$ cat config.mk
export PLATFORM = sky130hd
export DESIGN_NAME = exec_core
export DESIGN_NICKNAME = d
export VERILOG_FILES = /design/src/exec_pkg.sv /design/src/exec_alu.sv /design/src/exec_wdog.sv /design/src/exec_core.sv
export VERILOG_INCLUDE_DIRS = /design/src
export SDC_FILE = /design/constraint.sdc
export NUM_CORES = 1
export LEC_CHECK = 0
export BUFFER_PORTS_ARGS = -buffer_cell sky130_fd_sc_hd__buf_2
export CORE_MARGIN = 4
export CORE_UTILIZATION = 35
export DETAILED_ROUTE_END_ITERATION = 7
export SYNTH_ARGS = -nofsm -noshare
export SYNTH_HDL_FRONTEND = slang
export SYNTH_SLANG_ARGS = --single-unit
$ cat constraint.sdc
create_clock -name pclk -period 2.73 [get_ports pclk]
set_input_delay 0 -clock pclk [delete_from_list [all_inputs] [get_ports pclk]]
set_output_delay 0 -clock pclk [all_outputs]
set_load 0.01 [all_outputs]
$ cat src/exec_consts.svh
// constants for the subtract, swap, xor, direction-load and sleep execution block
`ifndef EXEC_CONSTS_SVH
`define EXEC_CONSTS_SVH

// ****************************************
// register byte addresses
// ****************************************
`define ADDR_ACC        8'h00
`define ADDR_FILE_VAL   8'h04
`define ADDR_INSTR      8'h08
`define ADDR_STATUS     8'h0c
`define ADDR_FILE_RES   8'h10
`define ADDR_DIR        8'h14
`define ADDR_WDOG       8'h18
`define ADDR_WAKE       8'h1c

// ****************************************
// field positions
// ****************************************
`define INS_OP_LSB      0
`define INS_DEST_BIT    3
`define INS_OPND_LSB    8
`define STS_CARRY       0
`define STS_HALF        1
`define STS_ZERO        2
`define STS_PDOWN       3
`define STS_EXPIRY      4
`define WAKE_BIT        0

// ****************************************
// operation codes
// ****************************************
`define OP_LIT_SUB      3'h0
`define OP_REG_SUB      3'h1
`define OP_REG_SUBB     3'h2
`define OP_NIB_SWAP     3'h3
`define OP_LIT_XOR      3'h4
`define OP_REG_XOR      3'h5
`define OP_DIR_LOAD     3'h6
`define OP_SLEEP        3'h7

// ****************************************
// direction-load operands and reset values
// ****************************************
`define DIR_SEL_A       8'h05
`define DIR_SEL_B       8'h06
`define DIR_SEL_C       8'h07
`define DIR_RESET       8'hff
`define STATUS_RESET    5'h18
`define PRESCALE_W      8

`endif

$ cat src/exec_pkg.sv
// types shared by the execution block and its leaves
package exec_pkg;

  typedef logic [2:0] op_code_t;

  typedef struct packed {
    logic [7:0] operand;
    logic       dest;
    op_code_t   op;
  } instr_t;

  typedef struct packed {
    logic [7:0] result;
    logic       carry;
    logic       half;
    logic       zero;
    logic       upd_carry;
    logic       upd_zero;
    logic       to_acc;
    logic       to_file;
  } alu_out_t;

  typedef enum logic {
    CORE_RUN,
    CORE_ASLEEP
  } core_state_t;

endpackage

$ cat src/exec_alu.sv
// combinational datapath for subtract, swap and exclusive-or operations
`timescale 1ns/1ps
`include "exec_consts.svh"

module exec_alu (
  input  wire logic              [2:0] op,
  input  wire logic                    dest,
  input  wire logic              [7:0] acc,
  input  wire logic              [7:0] fval,
  input  wire logic              [7:0] lit,
  input  wire logic                    carry_in,
  output exec_pkg::alu_out_t           res
);

  logic       is_lit_sub;
  logic       is_sub;
  logic [7:0] minuend;
  logic       cin;
  logic [8:0] diff;
  logic [4:0] diff_lo;
  logic [7:0] swapped;
  logic [7:0] xored;
  logic [7:0] xor_src;

  assign is_lit_sub = (op == `OP_LIT_SUB);
  assign is_sub     = is_lit_sub | (op == `OP_REG_SUB) | (op == `OP_REG_SUBB);
  assign minuend    = is_lit_sub ? lit : fval;
  // two's complement: a + ~w + 1, borrow variant uses carry as not-borrow
  assign cin        = (op == `OP_REG_SUBB) ? carry_in : 1'b1;
  assign diff       = {1'b0, minuend} + {1'b0, ~acc} + {8'h00, cin};
  assign diff_lo    = {1'b0, minuend[3:0]} + {1'b0, ~acc[3:0]} + {4'h0, cin};
  assign swapped    = {fval[3:0], fval[7:4]};
  assign xor_src    = (op == `OP_LIT_XOR) ? lit : fval;
  assign xored      = acc ^ xor_src;

  always_comb begin
    res           = '0;
    res.carry     = diff[8];
    res.half      = diff_lo[4];
    res.upd_carry = is_sub;
    res.upd_zero  = is_sub | (op == `OP_LIT_XOR) | (op == `OP_REG_XOR);
    unique case (op)
      `OP_LIT_SUB: begin
        res.result = diff[7:0];
        res.to_acc = 1'b1;
      end
      `OP_REG_SUB, `OP_REG_SUBB: begin
        res.result  = diff[7:0];
        res.to_acc  = ~dest;
        res.to_file = dest;
      end
      `OP_NIB_SWAP: begin
        res.result  = swapped;
        res.to_acc  = ~dest;
        res.to_file = dest;
      end
      `OP_LIT_XOR: begin
        res.result = xored;
        res.to_acc = 1'b1;
      end
      `OP_REG_XOR: begin
        res.result  = xored;
        res.to_acc  = ~dest;
        res.to_file = dest;
      end
      default: begin
        res.result = acc;
      end
    endcase
    res.zero = (res.result == 8'h00);
  end

endmodule

$ cat src/exec_wdog.sv
// watchdog prescaler and counter with synchronous clear
`timescale 1ns/1ps
`include "exec_consts.svh"

module exec_wdog #(
  parameter int PRESCALE_W = `PRESCALE_W
) (
  input  wire logic                  pclk,
  input  wire logic                  presetn,
  input  wire logic                  run,
  input  wire logic                  clear,
  output logic      [7:0]            count,
  output logic      [PRESCALE_W-1:0] prescale
);

  logic [7:0]            count_ff;
  logic [PRESCALE_W-1:0] pre_ff;
  logic                  pre_wrap;

  assign pre_wrap = &pre_ff;
  assign count    = count_ff;
  assign prescale = pre_ff;

  always_ff @(posedge pclk or negedge presetn) begin
    if (!presetn) begin
      count_ff <= 8'h00;
      pre_ff   <= '0;
    end else if (clear) begin
      count_ff <= 8'h00;
      pre_ff   <= '0;
    end else if (run) begin
      pre_ff <= pre_ff + PRESCALE_W'(1);
      if (pre_wrap) begin
        count_ff <= count_ff + 8'h01;
      end
    end
  end

endmodule

$ cat src/exec_core.sv
// apb-reached execution unit: subtract, swap, xor, direction load and sleep entry
//
// Overview of operation
// - literal minus accumulator into accumulator; carry when acc <= literal, same per nibble.
// - sleep clears powerdown_flag and sets expiry_flag.
// - sleep zeroes watchdog_counter and its prescaler.
// - on the same clock edge as those updates, sleep halts execution and stops the oscillator.
// - register minus accumulator; carry when acc <= register, nibble half-carry, zero.
// - destination bit zero writes accumulator, one writes back the file register.
// - with borrow: register minus accumulator minus inverted carry; update C, DC, Z.
// - nibble swap exchanges register halves into destination; flags untouched.
// - literal xor accumulator into accumulator; only zero flag changes.
// - register xor accumulator into destination; only zero flag changes.
// - direction load copies accumulator to port A, B or C for operand 5, 6, 7.
//
// The implementer's own choices: the register addresses and the APB register port.
`timescale 1ns/1ps
`include "exec_consts.svh"

module exec_core #(
  parameter int PRESCALE_W = `PRESCALE_W
) (
  input  wire logic        pclk,
  input  wire logic        presetn,
  input  wire logic        psel,
  input  wire logic        penable,
  input  wire logic        pwrite,
  input  wire logic [7:0]  paddr,
  input  wire logic [31:0] pwdata,
  output logic      [31:0] prdata,
  output logic             pready,
  output logic             pslverr,
  output logic             file_we,
  output logic      [6:0]  file_addr,
  output logic      [7:0]  file_wdata,
  output logic      [7:0]  port_a_direction,
  output logic      [7:0]  port_b_direction,
  output logic      [7:0]  port_c_direction,
  output logic             halted,
  output logic             osc_run
);

  // ****************************************
  // state
  // ****************************************
  logic [31:0]               rdata_ff;
  logic                      pready_ff;
  logic                      pslverr_ff;
  logic [7:0]                acc_ff;
  logic [7:0]                fval_ff;
  exec_pkg::instr_t          instr_ff;
  logic [4:0]                status_ff;
  logic                      file_we_ff;
  logic [6:0]                file_addr_ff;
  logic [7:0]                file_wdata_ff;
  logic [7:0]                dir_a_ff;
  logic [7:0]                dir_b_ff;
  logic [7:0]                dir_c_ff;
  exec_pkg::core_state_t     state_ff;
  logic                      osc_run_ff;
  logic                      halted_ff;

  logic [7:0]                nxt_acc;
  logic [7:0]                nxt_fval;
  logic [4:0]                nxt_status;
  exec_pkg::core_state_t     nxt_state;

  // ****************************************
  // apb decode
  // ****************************************
  logic                      access;
  logic                      done;
  logic                      first;
  logic                      hit_acc;
  logic                      hit_fval;
  logic                      hit_instr;
  logic                      hit_status;
  logic                      hit_fres;
  logic                      hit_dir;
  logic                      hit_wdog;
  logic                      hit_wake;
  logic                      mapped;
  logic                      wr_acc;
  logic                      wr_fval;
  logic                      wr_instr;
  logic                      wr_status;
  logic                      wr_wake;
  logic [31:0]               rd_mux;

  assign access     = psel & penable;
  assign first      = access & ~pready_ff;
  assign done       = access & pready_ff;
  assign hit_acc    = (paddr == `ADDR_ACC);
  assign hit_fval   = (paddr == `ADDR_FILE_VAL);
  assign hit_instr  = (paddr == `ADDR_INSTR);
  assign hit_status = (paddr == `ADDR_STATUS);
  assign hit_fres   = (paddr == `ADDR_FILE_RES);
  assign hit_dir    = (paddr == `ADDR_DIR);
  assign hit_wdog   = (paddr == `ADDR_WDOG);
  assign hit_wake   = (paddr == `ADDR_WAKE);
  assign mapped     = hit_acc | hit_fval | hit_instr | hit_status | hit_fres
                    | hit_dir | hit_wdog | hit_wake;
  assign wr_acc     = done & pwrite & hit_acc;
  assign wr_fval    = done & pwrite & hit_fval;
  assign wr_instr   = done & pwrite & hit_instr;
  assign wr_status  = done & pwrite & hit_status;
  assign wr_wake    = done & pwrite & hit_wake & pwdata[`WAKE_BIT];

  // ****************************************
  // instruction issue
  // ****************************************
  exec_pkg::instr_t          ins_new;
  exec_pkg::alu_out_t        alu_res;
  logic                      running;
  logic                      exec;
  logic                      exec_sleep;
  logic                      exec_dir;
  logic                      acc_load;
  logic                      file_load;
  logic [7:0]                wd_count;
  logic [PRESCALE_W-1:0]     wd_pre;

  // op in [2:0], destination in [3], operand in [15:8]
  assign ins_new    = {pwdata[15:8], pwdata[3], pwdata[2:0]};
  assign running    = (state_ff == exec_pkg::CORE_RUN);
  // issue is refused while asleep
  assign exec       = wr_instr & running;
  assign exec_sleep = exec & (ins_new.op == `OP_SLEEP);
  assign exec_dir   = exec & (ins_new.op == `OP_DIR_LOAD);
  assign acc_load   = exec & alu_res.to_acc;
  assign file_load  = exec & alu_res.to_file;

  exec_alu u_alu (
    .op       (ins_new.op),
    .dest     (ins_new.dest),
    .acc      (acc_ff),
    .fval     (fval_ff),
    .lit      (ins_new.operand),
    .carry_in (status_ff[`STS_CARRY]),
    .res      (alu_res)
  );

  exec_wdog #(
    .PRESCALE_W (PRESCALE_W)
  ) u_wdog (
    .pclk     (pclk),
    .presetn  (presetn),
    .run      (running),
    .clear    (exec_sleep),
    .count    (wd_count),
    .prescale (wd_pre)
  );

  // ****************************************
  // next values
  // ****************************************
  assign nxt_acc  = wr_acc ? pwdata[7:0] : (acc_load ? alu_res.result : acc_ff);
  assign nxt_fval = wr_fval ? pwdata[7:0] : (file_load ? alu_res.result : fval_ff);

  always_comb begin
    nxt_status = status_ff;
    if (wr_status) begin
      nxt_status = pwdata[4:0];
    end else if (exec_sleep) begin
      nxt_status[`STS_PDOWN]  = 1'b0;
      nxt_status[`STS_EXPIRY] = 1'b1;
    end else if (exec) begin
      if (alu_res.upd_carry) begin
        nxt_status[`STS_CARRY] = alu_res.carry;
        nxt_status[`STS_HALF]  = alu_res.half;
      end
      if (alu_res.upd_zero) begin
        nxt_status[`STS_ZERO] = alu_res.zero;
      end
    end
  end

  always_comb begin
    nxt_state = state_ff;
    unique case (state_ff)
      exec_pkg::CORE_RUN: begin
        if (exec_sleep) begin
          nxt_state = exec_pkg::CORE_ASLEEP;
        end
      end
      exec_pkg::CORE_ASLEEP: begin
        if (wr_wake) begin
          nxt_state = exec_pkg::CORE_RUN;
        end
      end
    endcase
  end

  always_comb begin
    rd_mux = 32'h0000_0000;
    unique case (1'b1)
      hit_acc:    rd_mux[7:0]  = acc_ff;
      hit_fval:   rd_mux[7:0]  = fval_ff;
      hit_instr:  rd_mux[15:0] = {instr_ff.operand, 4'h0, instr_ff.dest, instr_ff.op};
      hit_status: rd_mux[4:0]  = status_ff;
      hit_fres:   rd_mux[14:0] = {file_addr_ff, file_wdata_ff};
      hit_dir:    rd_mux[23:0] = {dir_c_ff, dir_b_ff, dir_a_ff};
      hit_wdog: begin
        rd_mux[7:0]  = wd_count;
        rd_mux[15:8] = 8'(wd_pre);
        rd_mux[16]   = ~running;
      end
      default:    rd_mux       = 32'h0000_0000;
    endcase
  end

  // ****************************************
  // bus registers: one wait state per access
  // ****************************************
  always_ff @(posedge pclk or negedge presetn) begin
    if (!presetn) begin
      pready_ff  <= 1'b0;
      pslverr_ff <= 1'b0;
      rdata_ff   <= 32'h0000_0000;
    end else begin
      pready_ff  <= first;
      pslverr_ff <= first & ~mapped;
      rdata_ff   <= (first & ~pwrite) ? rd_mux : 32'h0000_0000;
    end
  end

  // ****************************************
  // architectural registers
  // ****************************************
  always_ff @(posedge pclk or negedge presetn) begin
    if (!presetn) begin
      acc_ff    <= 8'h00;
      fval_ff   <= 8'h00;
      instr_ff  <= '0;
      status_ff <= `STATUS_RESET;
      state_ff  <= exec_pkg::CORE_RUN;
    end else begin
      acc_ff    <= nxt_acc;
      fval_ff   <= nxt_fval;
      status_ff <= nxt_status;
      state_ff  <= nxt_state;
      if (exec) begin
        instr_ff <= ins_new;
      end
    end
  end

  always_ff @(posedge pclk or negedge presetn) begin
    if (!presetn) begin
      file_we_ff    <= 1'b0;
      file_addr_ff  <= 7'h00;
      file_wdata_ff <= 8'h00;
    end else begin
      file_we_ff <= file_load;
      if (file_load) begin
        file_addr_ff  <= ins_new.operand[6:0];
        file_wdata_ff <= alu_res.result;
      end
    end
  end

  always_ff @(posedge pclk or negedge presetn) begin
    if (!presetn) begin
      dir_a_ff <= `DIR_RESET;
      dir_b_ff <= `DIR_RESET;
      dir_c_ff <= `DIR_RESET;
    end else if (exec_dir) begin
      if (ins_new.operand == `DIR_SEL_A) dir_a_ff <= acc_ff;
      if (ins_new.operand == `DIR_SEL_B) dir_b_ff <= acc_ff;
      if (ins_new.operand == `DIR_SEL_C) dir_c_ff <= acc_ff;
    end
  end

  always_ff @(posedge pclk or negedge presetn) begin
    if (!presetn) begin
      osc_run_ff <= 1'b1;
      halted_ff  <= 1'b0;
    end else begin
      osc_run_ff <= (nxt_state == exec_pkg::CORE_RUN);
      halted_ff  <= (nxt_state == exec_pkg::CORE_ASLEEP);
    end
  end

  // ****************************************
  // outputs
  // ****************************************
  assign prdata           = rdata_ff;
  assign pready           = pready_ff;
  assign pslverr          = pslverr_ff;
  assign file_we          = file_we_ff;
  assign file_addr        = file_addr_ff;
  assign file_wdata       = file_wdata_ff;
  assign port_a_direction = dir_a_ff;
  assign port_b_direction = dir_b_ff;
  assign port_c_direction = dir_c_ff;
  assign halted           = halted_ff;
  assign osc_run          = osc_run_ff;

endmodule

==> run summary <==
• **fraction of final layout cells with drive strength greater than 1** 0.315
• **average detailed-routed wire length per instance** 18.8 um
• **number of vias per cell** 5.24
• **register-to-register path setup slack** 0.07 ns
• **portion of synthesized cell area occupied by the leading cell type** 0.368
• **setup violators final** 0
• **Layout area overhead** 30.4%
• **setup tns final** 0 ns
• **antenna violations before repair** 0
• **worst setup margin** 0.0682 ns
• **syn avg cell area** 9.48 um2
• **remaining global-route overflow** 0
• **Placeable Area** 0.0172 mm2
• **largest net degree at the start of global routing** 54
• **port bufs** 96
• **chip height** 140 um
• **Worst Setup Path Type** reg2reg
• **count of unique library cells instantiated by Yosys** 58
• **Detailed Route WL** 19,600 um
• **result of the run** completed
• **data arrival time of the worst path** 3.02 ns
• **clock latency on the worst-skew pair** 0.42 ns
• **Tcrit/Tclk final** 0.975
• **gate count after technology mapping** 645
• **vias in the first global route** 5,339
• **Clock Pin Slew Worst Setup and Hold Paths** 0.06 ns
• **drt initial violations** 467
• **global-route wire length before repair** 30,800 um
• **Die X-Extent** 140 um
• **Synth top cells by count** nand2_1 (121), dfrtp_1 (90), nor2_1 (52)
• **GRT Overall Usage** 0.204
• **flop and latch count out of synthesis** 117
• **type of the tightest min-delay check** in2reg
• **number of flops mapped to enable cells by yosys** 0
• **Hold Path Depth** 4
• **Synth Cell Area** 0.00612 mm2
• **Worst R2R Start** fval_ff[0]
• **TritonCTS buffer count** 17
• **DP HPWL** 14,700 um
• **most instantiated library cell after synthesis** nand2_1
• **max_cap viols** 0
• **VDD IR-drop max** 449 uV
• **final hold violation count** 0
• **clock tree from TritonCTS** done
• **type of element launching the critical path** register
• **Final Slew Violations** 0
• **Inserted Diodes** 0
• **CTS Sinks** 117
• **cell row count** 48
• **count of warnings emitted by yosys** 0
• **leading area contributor after synthesis** dfrtp_1
• **CTS H-tree lvls** 4
• **worst min-delay path endpoint** prdata[16]
• **number of nets in the final layout** 863
• **largest fanout of any net on the critical path** 2
• **element type at the critical path end** register
• **worst r2r dst** status_ff[2]
• **top cells by area in the synthesized netlist** dfrtp_1 (37%), dfstp_2 (12%), nand2_1 (7.4%)
• **total via count after detailed routing** 5,477
• **RSZ-0062 raised after global routing** yes
• **launch instance of the worst min-delay path** psel
• **static leakage power** 3.82 nW
• **clock root buffer** clkbuf_16
• **initial core utilization** 0.355
• **Async S/R FF share, synth** 1.00
• **Bufs on Longest Clock Path** 2
• **gpl congestion** 0.909
• **final core utilization** 0.463
• **main flop type after synthesis** dfrtp_1
• **final setup skew** 0.00765 ns
• **startpoint of the most critical setup path** fval_ff[0]
• **Max Clock Freq** 376 MHz
• **pwr dens** 540 mW/mm2
• **count of boundary I/O pins** 121
• **data required time of the critical path** 3.09 ns
• **Fin Hold WS** 0.0830 ns
• **Die Area** 0.0197 mm2
• **Slew HR** 0.474
• **depth of the worst register-to-register path** 8
• **Worst Max-Slew Pin Slew** 0.786 ns
• **Residual DRC** 0
• **first-pass detailed-route iteration total** 5
• **register area share after synthesis** 0.484
• **post-layout minimum cycle time** 2.66 ns
• **count of antenna-violating nets left after detailed routing** 0
• **Post-Place Worst Slack** -0.122 ns
==> critical path, cell delays in order (launching register included) <==
cell and delay [ns]:
dfrtp_1 0.38, mux2i_2 0.10, fa_2 0.40, fa_2 0.53, nor2_1 0.04, a211o_1 0.24, or4_4 0.55, a2111oi_4 0.19
a31o_1 0.18
==> flip-flops by register name, summed over array words and instances, names as in the netlist <==
signal            count
file_we               1
pslverr               1
port_a_direction      8
pready                1
prdata               24
file_wdata            8
acc_ff                8
port_c_direction      8
halted                1
status_ff             5
file_addr             7
port_b_direction      8
fval_ff               8
u_wdog.count          8
u_wdog.prescale       8
instr_ff             12
osc_run               1
==> cells by family (layout without fill, tap and decap cells) <==
| group | after synthesis | in the layout | share of synthesized area |
|---|---|---|---|
| multiplexers | 38 | 38 | 0.0673 |
| other | 1 | 8 | 0.000613 |
| buffers and inverters | 54 | 222 | 0.0381 |
| XOR/XNOR | 19 | 19 | 0.0272 |
| flip-flops | 117 | 117 | 0.484 |
| adder cells (fa/ha/maj) | 11 | 11 | 0.0250 |
| AND/OR/NAND/NOR | 254 | 254 | 0.196 |
| AO/OA/AOI/OAI | 151 | 151 | 0.162 |
==> through the flow <==
| stage | area (um2) | instances | power (mW) |
|---|---|---|---|
| floorplan | 6210 | 652 | 2.07 |
| global placement | 7220 | 995 | 2.22 |
| detailed placement | 7220 | 995 | 2.22 |
| CTS | 7940 | 1044 | 4.34 |
| global route | 7970 | 1045 | 4.49 |
| finish | 7970 | 1045 | 4.31 |
==> worst max-delay path by stage <==
| stage | end | slack (ns) | cells past startpoint |
|---|---|---|---|
| detailed placement | status_ff[2] | -0.12 | 12 |
| finish | status_ff[2] | 0.07 | 8 |
| global route | status_ff[2] | -0.04 | 10 |
| global placement | status_ff[2] | -0.08 | 10 |
| floorplan | status_ff[2] | -0.34 | 12 |
| CTS | status_ff[2] | 0.01 | 10 |
==> layout make-up <==
type	instances	area, um2
multi-input combinational	481	3010
fill	1674	9260
inverter	19	71.3
timing repair buffer	171	1100
clock inverter	13	110
tap	225	282
clock buffer	19	443
sequential	117	2960
==> layout by cell type, fill, tap and decap left out, types with 7 or more instances in the layout <==
cell,synthesis,routed
a21o_1,7,7
nand2_1,121,121
o21ai_0,40,38
dlygate4sd3_1,0,17
ha_1,9,9
buf_2,0,95
nor2_1,52,51
mux2_2,25,25
nor2b_1,7,7
nand2b_1,11,11
xor2_1,10,9
inv_1,19,19
a21oi_1,30,29
nand3_1,9,9
dfstp_2,27,27
xnor2_1,9,9
conb_1,1,8
a22oi_1,35,35
dfrtp_1,90,90
clkbuf_16,0,17
and2_1,8,8
mux2i_1,13,12
nor3_1,16,14
a31oi_1,8,8
buf_4,8,58
==> routing by layer <==
metal / part of all wire / global-route usage / vias up
li1: - / - / 2591
met2: 0.46 / 0.315 / 211
met4: 0.035 / 0.0847 / 0
met3: 0.061 / 0.0516 / 47
met5: 0 / 0 / -
met1: 0.44 / 0.273 / 2628
==> report_power, final <==
group          leakage [nW]  switching, mW  internal [mW]
clock network         0.273          0.815           1.27
logic                  2.03          0.217          0.160
registers              1.52         0.0593           1.79
==> repair_timing <==
item                                   in CTS  in global routing
setup endpoints to repair                   0                  2
gates resized for setup                     0                  7
buffers inserted                            0                  1
endpoints found under the hold margin      70                  0
hold buffers                               17                  0
No activity file was read; power rests on OpenSTA's default activity.
